==> config.mk <==
export PLATFORM = sky130hd
export DESIGN_NAME = psrt_top
export DESIGN_NICKNAME = d
export VERILOG_FILES = /design/src/verilog/psrt_pkg.sv /design/src/verilog/psrt_top.sv
export VERILOG_INCLUDE_DIRS = /design/src /design/src/verilog
export SDC_FILE = /design/constraint.sdc
export NUM_CORES = 1
export LEC_CHECK = 0
export ABC_AREA = 1
export BUFFER_PORTS_ARGS = -buffer_cell sky130_fd_sc_hd__buf_4
export CORE_MARGIN = 2
export CORE_UTILIZATION = 45
export DETAILED_ROUTE_END_ITERATION = 8
export HOLD_SLACK_MARGIN = 0.05
export PLACE_DENSITY = 0.74
export SLEW_MARGIN = 30
export SYNTH_ARGS = -nofsm -noshare
export SYNTH_HDL_FRONTEND = slang
export SYNTH_SLANG_ARGS = --single-unit
==> constraint.sdc <==
create_clock -name clock -period 2.1 [get_ports clock]
set_clock_uncertainty 0.05 [all_clocks]
set_input_delay 0.105 -clock clock [delete_from_list [all_inputs] [get_ports clock]]
set_output_delay 0.105 -clock clock [all_outputs]
set_load 0.01 [all_outputs]
==> src/verilog/psrt_defs.svh <==
`ifndef PSRT_DEFS_SVH
`define PSRT_DEFS_SVH
// ==========================================================
// Register map (byte addresses, AXI4-Lite)
`define PSRT_ADDR_LVDCTL   12'h000
`define PSRT_ADDR_CFG      12'h004
`define PSRT_ADDR_STATUS   12'h008
// Control register fields
`define PSRT_TRIP_LSB      0
`define PSRT_PWR_ON_BIT    4
`define PSRT_REF_STB_BIT   5
`define PSRT_TRIP_RESET    4'h5
`define PSRT_TRIP_EXT      4'hF
`define PSRT_TRIP_RSV1     4'h1
// Configuration register fields
`define PSRT_CFG_BOR_BIT   0
`define PSRT_CFG_SOFT_BIT  1
`define PSRT_CFG_SWEN_BIT  2
`define PSRT_CFG_PWRTN_BIT 3
`define PSRT_CFG_IRQEN_BIT 4
`define PSRT_CFG_GIE_BIT   5
`define PSRT_CFG_RESET     8'h08
// Status register fields
`define PSRT_ST_FLAG_BIT   0
`define PSRT_ST_CORE_BIT   1
`define PSRT_ST_SLEEP_BIT  2
// Timing
`define PSRT_CLK_MHZ       200
`define PSRT_OST_CYCLES    1024
`define PSRT_BOR_MIN_US    100
`define PSRT_BOR_MIN_CYC   (`PSRT_BOR_MIN_US * `PSRT_CLK_MHZ)
`define PSRT_POWERUP_DELAY_TIMER_MS       72
`define PSRT_POWERUP_DELAY_TIMER_CYC      (`PSRT_POWERUP_DELAY_TIMER_MS * 1000 * `PSRT_CLK_MHZ)
`define PSRT_REF_MAX_US    50
`define PSRT_REF_CYC       (`PSRT_REF_MAX_US * `PSRT_CLK_MHZ)
`endif

==> src/verilog/psrt_pkg.sv <==
package psrt_pkg;
	// Reset sequencer states
	typedef enum logic [2:0] {
		ST_POWERUP_DELAY_TIMER,
		ST_OST,
		ST_RUN,
		ST_BROWN
	} psrt_state_t;
	// Oscillator mode select
	typedef enum logic [2:0] {
		OSC_LOW_POWER,
		OSC_MEDIUM,
		OSC_HIGH_SPEED,
		OSC_EXT_CLOCK,
		OSC_INT_RC
	} psrt_osc_t;
endpackage

==> src/verilog/psrt_top.sv <==
`timescale 1ns/1ps
`include "psrt_defs.svh"
// Overview of operation
// - Count 1024 oscillator input cycles after power-up delay, holding reset.
// - Start-up count only in crystal modes, on power-on, brown-out recovery or sleep wake.
// - Brown-out mode from config, soft config and software enable bits.
// - Modes: 11 always, 10 off in sleep, 01 software, 00 disabled.
// - Reset after brown-out persists beyond about 100 us.
// - Hold reset while low, then power-up delay of 72 ms if enabled.
// - A new dip during the delay restarts the whole sequence.
// - Power-up timer enable is independent of brown-out enable.
// - Power-up delay from internal counter; enable bit is active low.
// - Set low-voltage flag when selected tap is below the reference.
// - Trip level in control bits 3..0; codes 0000 and 0001 reserved.
// - Code 1111 senses the external input instead of the divider.
// - Flag with its interrupt and global interrupt enables set requests an interrupt when not asleep.
// - Bit 4 powers the detector; bit 5 read-only reference stable.
// - Flag only takes effect once the reference is stable.
// - Reference stable no more than 50 us after detector power-on.
// - Detector works in sleep; crossing sets flag and wakes the core.
// - Only sys_rst returns registers to reset, detector off; pin and brown-out resets keep them.
// - Power-on skips the delay (enable_n set at reset), runs start-up count in crystal modes before leaving reset.
// - With master clear held past all delays, release starts at once.
module psrt_top #(
	parameter int unsigned POWERUP_DELAY_TIMER_CYC = `PSRT_POWERUP_DELAY_TIMER_CYC,  // Power-up delay
	parameter int unsigned REF_CYC  = `PSRT_REF_CYC    // Reference settle
) (
	input  wire logic             clock,             // 200 MHz clock
	input  wire logic             sys_rst,           // Power-on reset
	input  wire logic             master_clear_n,    // External reset pin
	input  wire logic             oscillator_input,  // Oscillator pin
	input  wire psrt_pkg::psrt_osc_t osc_mode,       // Oscillator mode
	input  wire logic             brownout_cmp,      // Supply below level
	input  wire logic             lv_tap_cmp,        // Divider tap low
	input  wire logic             lv_ext_cmp,        // External sense low
	input  wire logic             sleep_req,         // Core enters sleep
	output logic                  core_reset,        // Hold core in reset
	output logic                  core_irq,          // Interrupt request
	output logic                  core_wake,         // Wake from sleep
	output logic                  detector_power,    // Analog power on
	output logic                  ext_sense_sel,     // Use external input
	output logic [3:0]            trip_level_out,    // Divider tap select
	input  wire logic [11:0]      s_axi_awaddr,      // Write address
	input  wire logic             s_axi_awvalid,     // Write addr valid
	output logic                  s_axi_awready,     // Write addr ready
	input  wire logic [31:0]      s_axi_wdata,       // Write data
	input  wire logic [3:0]       s_axi_wstrb,       // Write strobes
	input  wire logic             s_axi_wvalid,      // Write data valid
	output logic                  s_axi_wready,      // Write data ready
	output logic [1:0]            s_axi_bresp,       // Write response
	output logic                  s_axi_bvalid,      // Write resp valid
	input  wire logic             s_axi_bready,      // Write resp ready
	input  wire logic [11:0]      s_axi_araddr,      // Read address
	input  wire logic             s_axi_arvalid,     // Read addr valid
	output logic                  s_axi_arready,     // Read addr ready
	output logic [31:0]           s_axi_rdata,       // Read data
	output logic [1:0]            s_axi_rresp,       // Read response
	output logic                  s_axi_rvalid,      // Read data valid
	input  wire logic             s_axi_rready       // Read data ready
);
	import psrt_pkg::*;

	// ==========================================================
	// State record
	typedef struct packed {
		psrt_state_t st;
		logic [31:0] cnt;        // Power-up delay counter
		logic [10:0] oscillator_startup_counter;        // Oscillator edge counter
		logic        ost_run;
		logic [15:0] bor_cnt;    // Brown-out persistence
		logic [15:0] ref_cnt;    // Reference settle counter
		logic        ref_stb;
		logic [3:0]  trip;
		logic        pwr_on;
		logic [7:0]  cfg;
		logic        flag;
		logic        sleeping;
		logic        osc_d;
		logic [1:0]  bor_s;      // Synchronisers
		logic [1:0]  tap_s;
		logic [1:0]  ext_s;
		logic        aw_got;
		logic [11:0] aw_a;
		logic        w_got;
		logic [31:0] w_d;
		logic [3:0]  w_s;
		logic        bvalid;
		logic [1:0]  bresp;
		logic        rvalid;
		logic [1:0]  rresp;
		logic [31:0] rdata;
	} psrt_regs_t;

	psrt_regs_t r_reg;
	psrt_regs_t r_next;
	logic       bor_active;
	logic       lv_low;
	logic       crystal;
	logic       wr_fire;
	logic       rd_fire;
	logic       osc_rise;

	localparam logic [15:0] BOR_MIN = 16'(`PSRT_BOR_MIN_CYC);
	localparam logic [10:0] OST_MAX = 11'(`PSRT_OST_CYCLES);

	// ==========================================================
	// Derived conditions
	always_comb begin
		// Brown-out mode decode from the two config bits
		case ({r_reg.cfg[`PSRT_CFG_BOR_BIT], r_reg.cfg[`PSRT_CFG_SOFT_BIT]})
		2'b11: bor_active = 1'b1;
		2'b10: bor_active = !r_reg.sleeping;
		2'b01: bor_active = r_reg.cfg[`PSRT_CFG_SWEN_BIT];
		default: bor_active = 1'b0;
		endcase
	end
	assign crystal = (osc_mode == OSC_LOW_POWER) || (osc_mode == OSC_MEDIUM)
		|| (osc_mode == OSC_HIGH_SPEED);
	// External sense on code 1111, otherwise divider tap
	assign lv_low = (r_reg.trip == `PSRT_TRIP_EXT) ?
		r_reg.ext_s[1] : r_reg.tap_s[1];
	assign osc_rise = r_reg.osc_d == 1'b0 && oscillator_input == 1'b1;
	assign wr_fire = r_reg.aw_got && r_reg.w_got && !r_reg.bvalid;
	assign rd_fire = s_axi_arvalid && s_axi_arready;

	// ==========================================================
	// Next-state logic
	always_comb begin
		r_next = r_reg;
		r_next.osc_d = oscillator_input;
		// Two-stage synchronisers
		r_next.bor_s = {r_reg.bor_s[0], brownout_cmp};
		r_next.tap_s = {r_reg.tap_s[0], lv_tap_cmp};
		r_next.ext_s = {r_reg.ext_s[0], lv_ext_cmp};
		// Sleep tracking
		if (sleep_req && r_reg.st == ST_RUN)
			r_next.sleeping = 1'b1;
		// Brown-out persistence filter
		if (bor_active && r_reg.bor_s[1]) begin
			if (r_reg.bor_cnt != BOR_MIN)
				r_next.bor_cnt = r_reg.bor_cnt + 16'h0001;
		end else begin
			r_next.bor_cnt = 16'h0000;
		end
		// Reset sequencer
		case (r_reg.st)
		ST_POWERUP_DELAY_TIMER: begin
			// Power-up delay counts only when enable_n is low
			if (r_reg.cfg[`PSRT_CFG_PWRTN_BIT] ||
			    r_reg.cnt >= POWERUP_DELAY_TIMER_CYC - 1) begin
				r_next.cnt = 32'h0;
				r_next.st = crystal ? ST_OST : ST_RUN;
				r_next.oscillator_startup_counter = 11'h000;
			end else begin
				r_next.cnt = r_reg.cnt + 32'h1;
			end
		end
		ST_OST: begin
			if (osc_rise)
				r_next.oscillator_startup_counter = r_reg.oscillator_startup_counter + 11'h001;
			if (r_reg.oscillator_startup_counter == OST_MAX)
				r_next.st = ST_RUN;
		end
		ST_RUN: begin
			// Wake from sleep: start-up count in crystal modes
			if (r_reg.sleeping && r_reg.flag) begin
				r_next.sleeping = 1'b0;
				if (crystal) begin
					r_next.st = ST_OST;
					r_next.oscillator_startup_counter = 11'h000;
				end
			end
		end
		ST_BROWN: begin
			// Stay until supply recovers, then full sequence
			r_next.cnt = 32'h0;
			if (!r_reg.bor_s[1])
				r_next.st = ST_POWERUP_DELAY_TIMER;
		end
		default: r_next.st = ST_POWERUP_DELAY_TIMER;
		endcase
		if (r_reg.bor_cnt == BOR_MIN) begin
			r_next.st = ST_BROWN;
			r_next.sleeping = 1'b0;
		end
		// Reference settle timer
		if (!r_reg.pwr_on) begin
			r_next.ref_cnt = 16'h0000;
			r_next.ref_stb = 1'b0;
		end else if (r_reg.ref_cnt >= REF_CYC - 1) begin
			r_next.ref_stb = 1'b1;
		end else begin
			r_next.ref_cnt = r_reg.ref_cnt + 16'h0001;
		end
		// AXI write channel capture
		if (s_axi_awvalid && s_axi_awready) begin
			r_next.aw_got = 1'b1;
			r_next.aw_a = s_axi_awaddr;
		end
		if (s_axi_wvalid && s_axi_wready) begin
			r_next.w_got = 1'b1;
			r_next.w_d = s_axi_wdata;
			r_next.w_s = s_axi_wstrb;
		end
		if (wr_fire) begin
			r_next.aw_got = 1'b0;
			r_next.w_got = 1'b0;
			r_next.bvalid = 1'b1;
			r_next.bresp = 2'b00;
			case (r_reg.aw_a)
			`PSRT_ADDR_LVDCTL: if (r_reg.w_s[0]) begin
				r_next.trip = r_reg.w_d[3:0];
				r_next.pwr_on = r_reg.w_d[`PSRT_PWR_ON_BIT];
			end
			`PSRT_ADDR_CFG: if (r_reg.w_s[0])
				r_next.cfg = r_reg.w_d[7:0];
			`PSRT_ADDR_STATUS: if (r_reg.w_s[0] &&
			    r_reg.w_d[`PSRT_ST_FLAG_BIT])
				r_next.flag = 1'b0;
			default: r_next.bresp = 2'b10;
			endcase
		end
		if (r_reg.bvalid && s_axi_bready)
			r_next.bvalid = 1'b0;
		// Flag set wins over a software clear
		if (r_reg.pwr_on && r_reg.ref_stb && lv_low)
			r_next.flag = 1'b1;
		// AXI read
		if (rd_fire) begin
			r_next.rvalid = 1'b1;
			r_next.rresp = 2'b00;
			r_next.rdata = 32'h0;
			case (s_axi_araddr)
			`PSRT_ADDR_LVDCTL: r_next.rdata = {26'h0, r_reg.ref_stb,
				r_reg.pwr_on, r_reg.trip};
			`PSRT_ADDR_CFG: r_next.rdata = {24'h0, r_reg.cfg};
			`PSRT_ADDR_STATUS: r_next.rdata = {29'h0, r_reg.sleeping,
				r_reg.st != ST_RUN, r_reg.flag};
			default: r_next.rresp = 2'b10;
			endcase
		end
		if (r_reg.rvalid && s_axi_rready)
			r_next.rvalid = 1'b0;
	end

	// ==========================================================
	// State register; only sys_rst loads register reset values
	always_ff @(posedge clock) begin
		if (sys_rst) begin
			r_reg <= '0;
			r_reg.st <= ST_POWERUP_DELAY_TIMER;
			r_reg.trip <= `PSRT_TRIP_RESET;
			r_reg.cfg <= `PSRT_CFG_RESET;
		end else begin
			r_reg <= r_next;
		end
	end

	// ==========================================================
	// Outputs
	// Pin release ends reset with no added delay
	assign core_reset = (r_reg.st != ST_RUN) || !master_clear_n;
	assign core_irq = r_reg.flag && r_reg.cfg[`PSRT_CFG_IRQEN_BIT]
		&& r_reg.cfg[`PSRT_CFG_GIE_BIT] && !r_reg.sleeping;
	assign core_wake = r_reg.sleeping && r_reg.flag;
	assign detector_power = r_reg.pwr_on;
	assign ext_sense_sel = r_reg.trip == `PSRT_TRIP_EXT;
	assign trip_level_out = r_reg.trip;
	assign s_axi_awready = !r_reg.aw_got;
	assign s_axi_wready = !r_reg.w_got;
	assign s_axi_bvalid = r_reg.bvalid;
	assign s_axi_bresp = r_reg.bresp;
	assign s_axi_arready = !r_reg.rvalid;
	assign s_axi_rvalid = r_reg.rvalid;
	assign s_axi_rresp = r_reg.rresp;
	assign s_axi_rdata = r_reg.rdata;
endmodule

Word-level counts from Yosys, hierarchy flattened. Cells that the tools add are included.

$add $sub $neg: 4. Order comparisons: 2. Equality and inequality tests: 28. Muxes and demuxes: 27. Bitwise logic cells: 3. Reduce and logical (&&, ||, !) cells: 50.

Operators by type and width (count): 32-bit one-hot mux with 2 select lines (1); 11-bit two-way mux (4); 11-bit one-hot mux with 3 select lines (1); 16-bit by 1-bit adder with 16-bit output (second input constant) (2); 32-bit by 1-bit adder with 32-bit output (second input constant) (1); 32-bit by 24-bit greater-or-equal comparator with 1-bit output (second input constant) (1); 32-bit two-way mux (1); 12-bit by 3-bit == test with 1-bit output (second input constant) (2); 12-bit by 4-bit == test with 1-bit output (second input constant) (2); 12-bit logical NOT (2); 8-bit one-hot mux with 3 select lines (1); 1-bit logical AND (17); 16-bit by 15-bit == test with 1-bit output (second input constant) (1); 16-bit by 14-bit greater-or-equal comparator with 1-bit output (second input constant) (1); 16-bit by 15-bit != test with 1-bit output (second input constant) (1); 3-bit two-way mux (5); 5-bit AND reduction (3); 2-bit != test (second input constant) (6); 3-bit one-hot mux with 4 select lines (1); 2-bit OR reduction (6); 11-bit by 1-bit adder with 11-bit output (second input constant) (1); 11-bit == test (second input constant) (1); 3-bit by 2-bit == test with 1-bit output (second input constant) (3); 3-bit by 2-bit != test with 1-bit output (second input constant) (3); 16 further kinds (47).

Register bits after elaboration: 162. Input bits: 76. Word-level logic and storage cells: 140.

Logic depth before layout (Yosys ltp).
Word-level depth: 7. Gate-level depth with buffers: 12. Mapped depth without buffers: 12.

Worst setup path before layout. OpenSTA, ideal clock, no wires.

Path kind: register -> register. Start point: reg r_reg[187] (netlist bit). End point: reg r_reg[173] (netlist bit). Library setup time: 0.068 ns. Arrival: 1.600 ns. Data required time: 1.982 ns. Setup slack: 0.382 ns. Stages on the path, launching flop included: 10. Clock period less this slack: 1.718 ns. Path through: dfxtp_1 inv_1 ha_1 clkbuf_1 nor2_1 nand3_4 inv_4 buf_6 nand3_2 a21oi_2.

Word-level cells in the longest chain between the ends: 2. Elaborated cells on any way between the ends: 4. Those cells by class: eq/ne: 1; mux: 1; reduce/logical: 2.

RTL lines: start: declaration (RTL line psrt_top.sv:94) `psrt_regs_t r_reg;`; start signal: assignment (RTL line psrt_top.sv:255) `r_reg <= r_next;`; 3-bit by 2-bit == test with 1-bit output or 3-bit logical NOT (tied branches) (RTL line psrt_top.sv:146) `case (r_reg.st)`; 32-bit one-hot mux with 2 select lines or 2-bit nonzero test (tied branches).

Parallel ways exist; a longest one is shown, timed or not. A chain may end at the register's enable or synchronous reset.

Worst setup path after layout.
Start point: reg r_reg[187] (netlist bit). End point: reg r_reg[175] (netlist bit).

Same word-level chain as after synthesis.

==> results_dict.tcl <==
set metrics [dict create \
    status "completed" \
    hold_start "s_axi_araddr[8]" \
    cp.required_ps 2400 \
    vias 6364 \
    die_w_um 128.8 \
    p_int_uw 5044 \
    p_seq_frac 0.380 \
    synth-seq-cells 135 \
    rows 45 \
    end_kind "register" \
    setup.worst_path.start_class "register" \
    drc_errors 0 \
    die_area_um2 16590 \
    rsz0062_at_grt "no" \
    cts_resized 0 \
    yosysUniqueCellTypes 43 \
    pin_count 126 \
    arrival_ps 2210 \
    final_cells 1299 \
    grt.overflow.total 0 \
    largest_reg_flops 115 \
    cts.clk_slew.worst_paths_ps 60 \
    coreArea_um2 15200 \
    p_switching_uw 2115 \
    drv_slew 0 \
    hpwl_mm 10.93 \
    worst_slack_ps 188.7 \
    vias_per_cell 4.899 \
    start_util 0.4611 \
    tritoncts "done" \
    regArea_um2 2703 \
    grt_max_degree 41 \
    crit_fanout 17 \
    hp-class "input pin to register" \
    setup_violations 0 \
    post-route-min-period_ps 1911 \
    p_comb_frac 0.185 \
    gp_congestion 0.8864 \
    die_height_um 128.8 \
    synth_top_cell_area_share 0.3856 \
    hold_viol 0 \
    worstSetupPathType "register to register" \
    multi_input_area_um2 3498 \
    power-per-cell-area_nw_per_um2 845.2 \
    antenna_found_initial 0 \
    ant_nets 0 \
    drt-total-wl_mm 15.82 \
    grt_pass1_wl_mm 27.14 \
    synthesis.instances 1006 \
    synth_top_cell_by_area "dfxtp_1" \
    fillCellCount 1378 \
    clk_path_buf_depth 2 \
    fin_crit_sh 0.9101 \
    max_freq_ghz 0.5232 \
    dp_cells 1233 \
    cts_root_buf "clkbuf_16" \
    final_net_count 1184 \
    worst_ir_drop_vdd_v 0.0006721 \
    syn_area_per_cell_um2 6.967 \
    h-tree-depth 4 \
    wl_per_cell_um 12.18 \
    drt_iter0_markers 498 \
    r2r_start "r_reg[187]$_SDFFE_PP0P_" \
    clk_latency_ps 430 \
    drive_gt1_frac 0.1422 \
    max_cap_viol_count 0 \
    syn2layout_area_growth_pct 20.85 \
    preCtsSetupSlack_ps 249.9 \
    cts_made_buffers 17 \
    grt_pass1_vias 5926 \
    power.leakage_uw 0.003293 \
    setup-tns-final_ps 0 \
    clock_sinks 135 \
    yosysSeqAreaShare 0.3856 \
    switching_share 0.2954 \
    io_buffers 72 \
    crit_start "r_reg[187]$_SDFFE_PP0P_" \
    synth_area_um2 7009 \
    synthTopCellsByArea "dfxtp_1 (39%), nand2_1 (11%), nor2_1 (7.1%)" \
    track_usage 0.2011 \
    worst_pin_slew_ps 539.1 \
    dr.pass1.iters 4 \
    yosysWarnings 0 \
    diodes 0 \
    relSlewSlack 0.6379 \
    p_clk_frac 0.435 \
]
[logic make-up after synthesis]
| logic type | count (synthesis) | synth area share |
|---|---|---|
| fa+ha+maj | 10 | 0.01785 |
| compound gates | 172 | 0.1326 |
| simple gates | 473 | 0.3022 |
| other cells | 1 | 0.0005350 |
| flops | 135 | 0.3856 |
| buf+inv | 189 | 0.1287 |
| xor+xnor | 26 | 0.03249 |
[path summary, 6_finish.rpt]
path	cells after the start	endpoint	slack (ps)
setup / recovery	7	r_reg[175]$_SDFFE_PP0P_	190
hold / removal	6	s_axi_rdata[6]$_SDFFE_PP0P_	70
setup reg to reg	7	r_reg[175]$_SDFFE_PP0P_	190
hold reg to reg	2	r_reg[91]$_SDFF_PP0_	360
[layout make-up]
type / count / area share
multi-input combinational: 707 / 0.4130
sequential: 135 / 0.3191
timing repair buffer: 117 / 0.1137
clock buffer: 19 / 0.05347
inverter: 120 / 0.05347
tap: 188 / 0.02777
clock inverter: 13 / 0.01950
[critical path: stages, from the launching register on]
cell and delay, ps:
dfxtp_1 370, inv_1 110, ha_1 310, nor2_1 320
nand3_4 170, inv_4 200, nand3_1 120, a21oi_1 160
[synth_stat cells, drive strengths merged]
master,number
nand3,53
nor2,142
nand2,215
nor3,36
a211oi,3
o22ai,3
xor2,20
and2,2
a21oi,94
inv,118
clkbuf,17
o21bai,1
xnor2,6
o211ai,10
nor3b,1
or2,5
ha,10
o21a,6
o31ai,3
nand4,14
clkinv,2
conb,1
buf,52
o21ai,52
dfxtp,135
nor4,5
[placed cells by master (no fill, tap or decap), types with 2 or more instances in the layout]
cell             n
and2_1           2
dfxtp_1        135
o21ai_0         51
clkinv_1         2
nor4_1           4
bufinv_16        3
clkbuf_8         2
a21oi_2          2
nand3_4          3
inv_1          109
conb_1          26
buf_4           83
or2_1            2
nand2_2          7
nand2_1        207
nand3_1         47
o31ai_1          3
nand3_2          3
or2_2            3
dlygate4sd3_1   34
clkbuf_16       17
nor3_2           4
inv_2            8
nand4_1         14
nor2_4           5
nor2_1         132
xor2_1          20
a21oi_1         92
o21a_1           6
xnor2_1          6
o22ai_1          3
clkinv_2         3
nor3_1          32
o211ai_1        10
a211oi_1         3
ha_1            10
nor2_2           5
inv_6            5
[metrics by stage]
step                power (uW)  cell area [um^2]    util  hold WS, ps
floorplan                 3702              7103       -        154.0
global placement          4001              7512  0.4942        240.3
detailed placement        4039              7512  0.4942        242.6
CTS                       7187              8471  0.5572        70.31
global route              7498              8471  0.5572        116.4
finish                    7159              8471  0.5572        72.35
[layer usage]
metal  part of all wire  GRT usage  up-vias
met1               0.46     0.2513     2822
met3              0.057    0.05655       26
met2               0.46     0.3296      157
li1                   -          -     3359
met5                  0          0        -
met4              0.020    0.07864        0
[power groups by stage]
stage,clock [uW],sequential (uW),combinational (uW)
6_report,3120,2720,1320
3_5_place_dp,0,2770,1270
2_1_floorplan,0,2760,944
3_3_place_gp,0,2770,1230
5_1_grt,3270,2730,1500
4_1_cts,3150,2720,1320
[what timing repair did]
item,4_1_cts,5_1_grt
setup buffers,0,0
hold buffers,34,0
hold endpoints to repair,48,0
(Power assumes the default switching activity.)
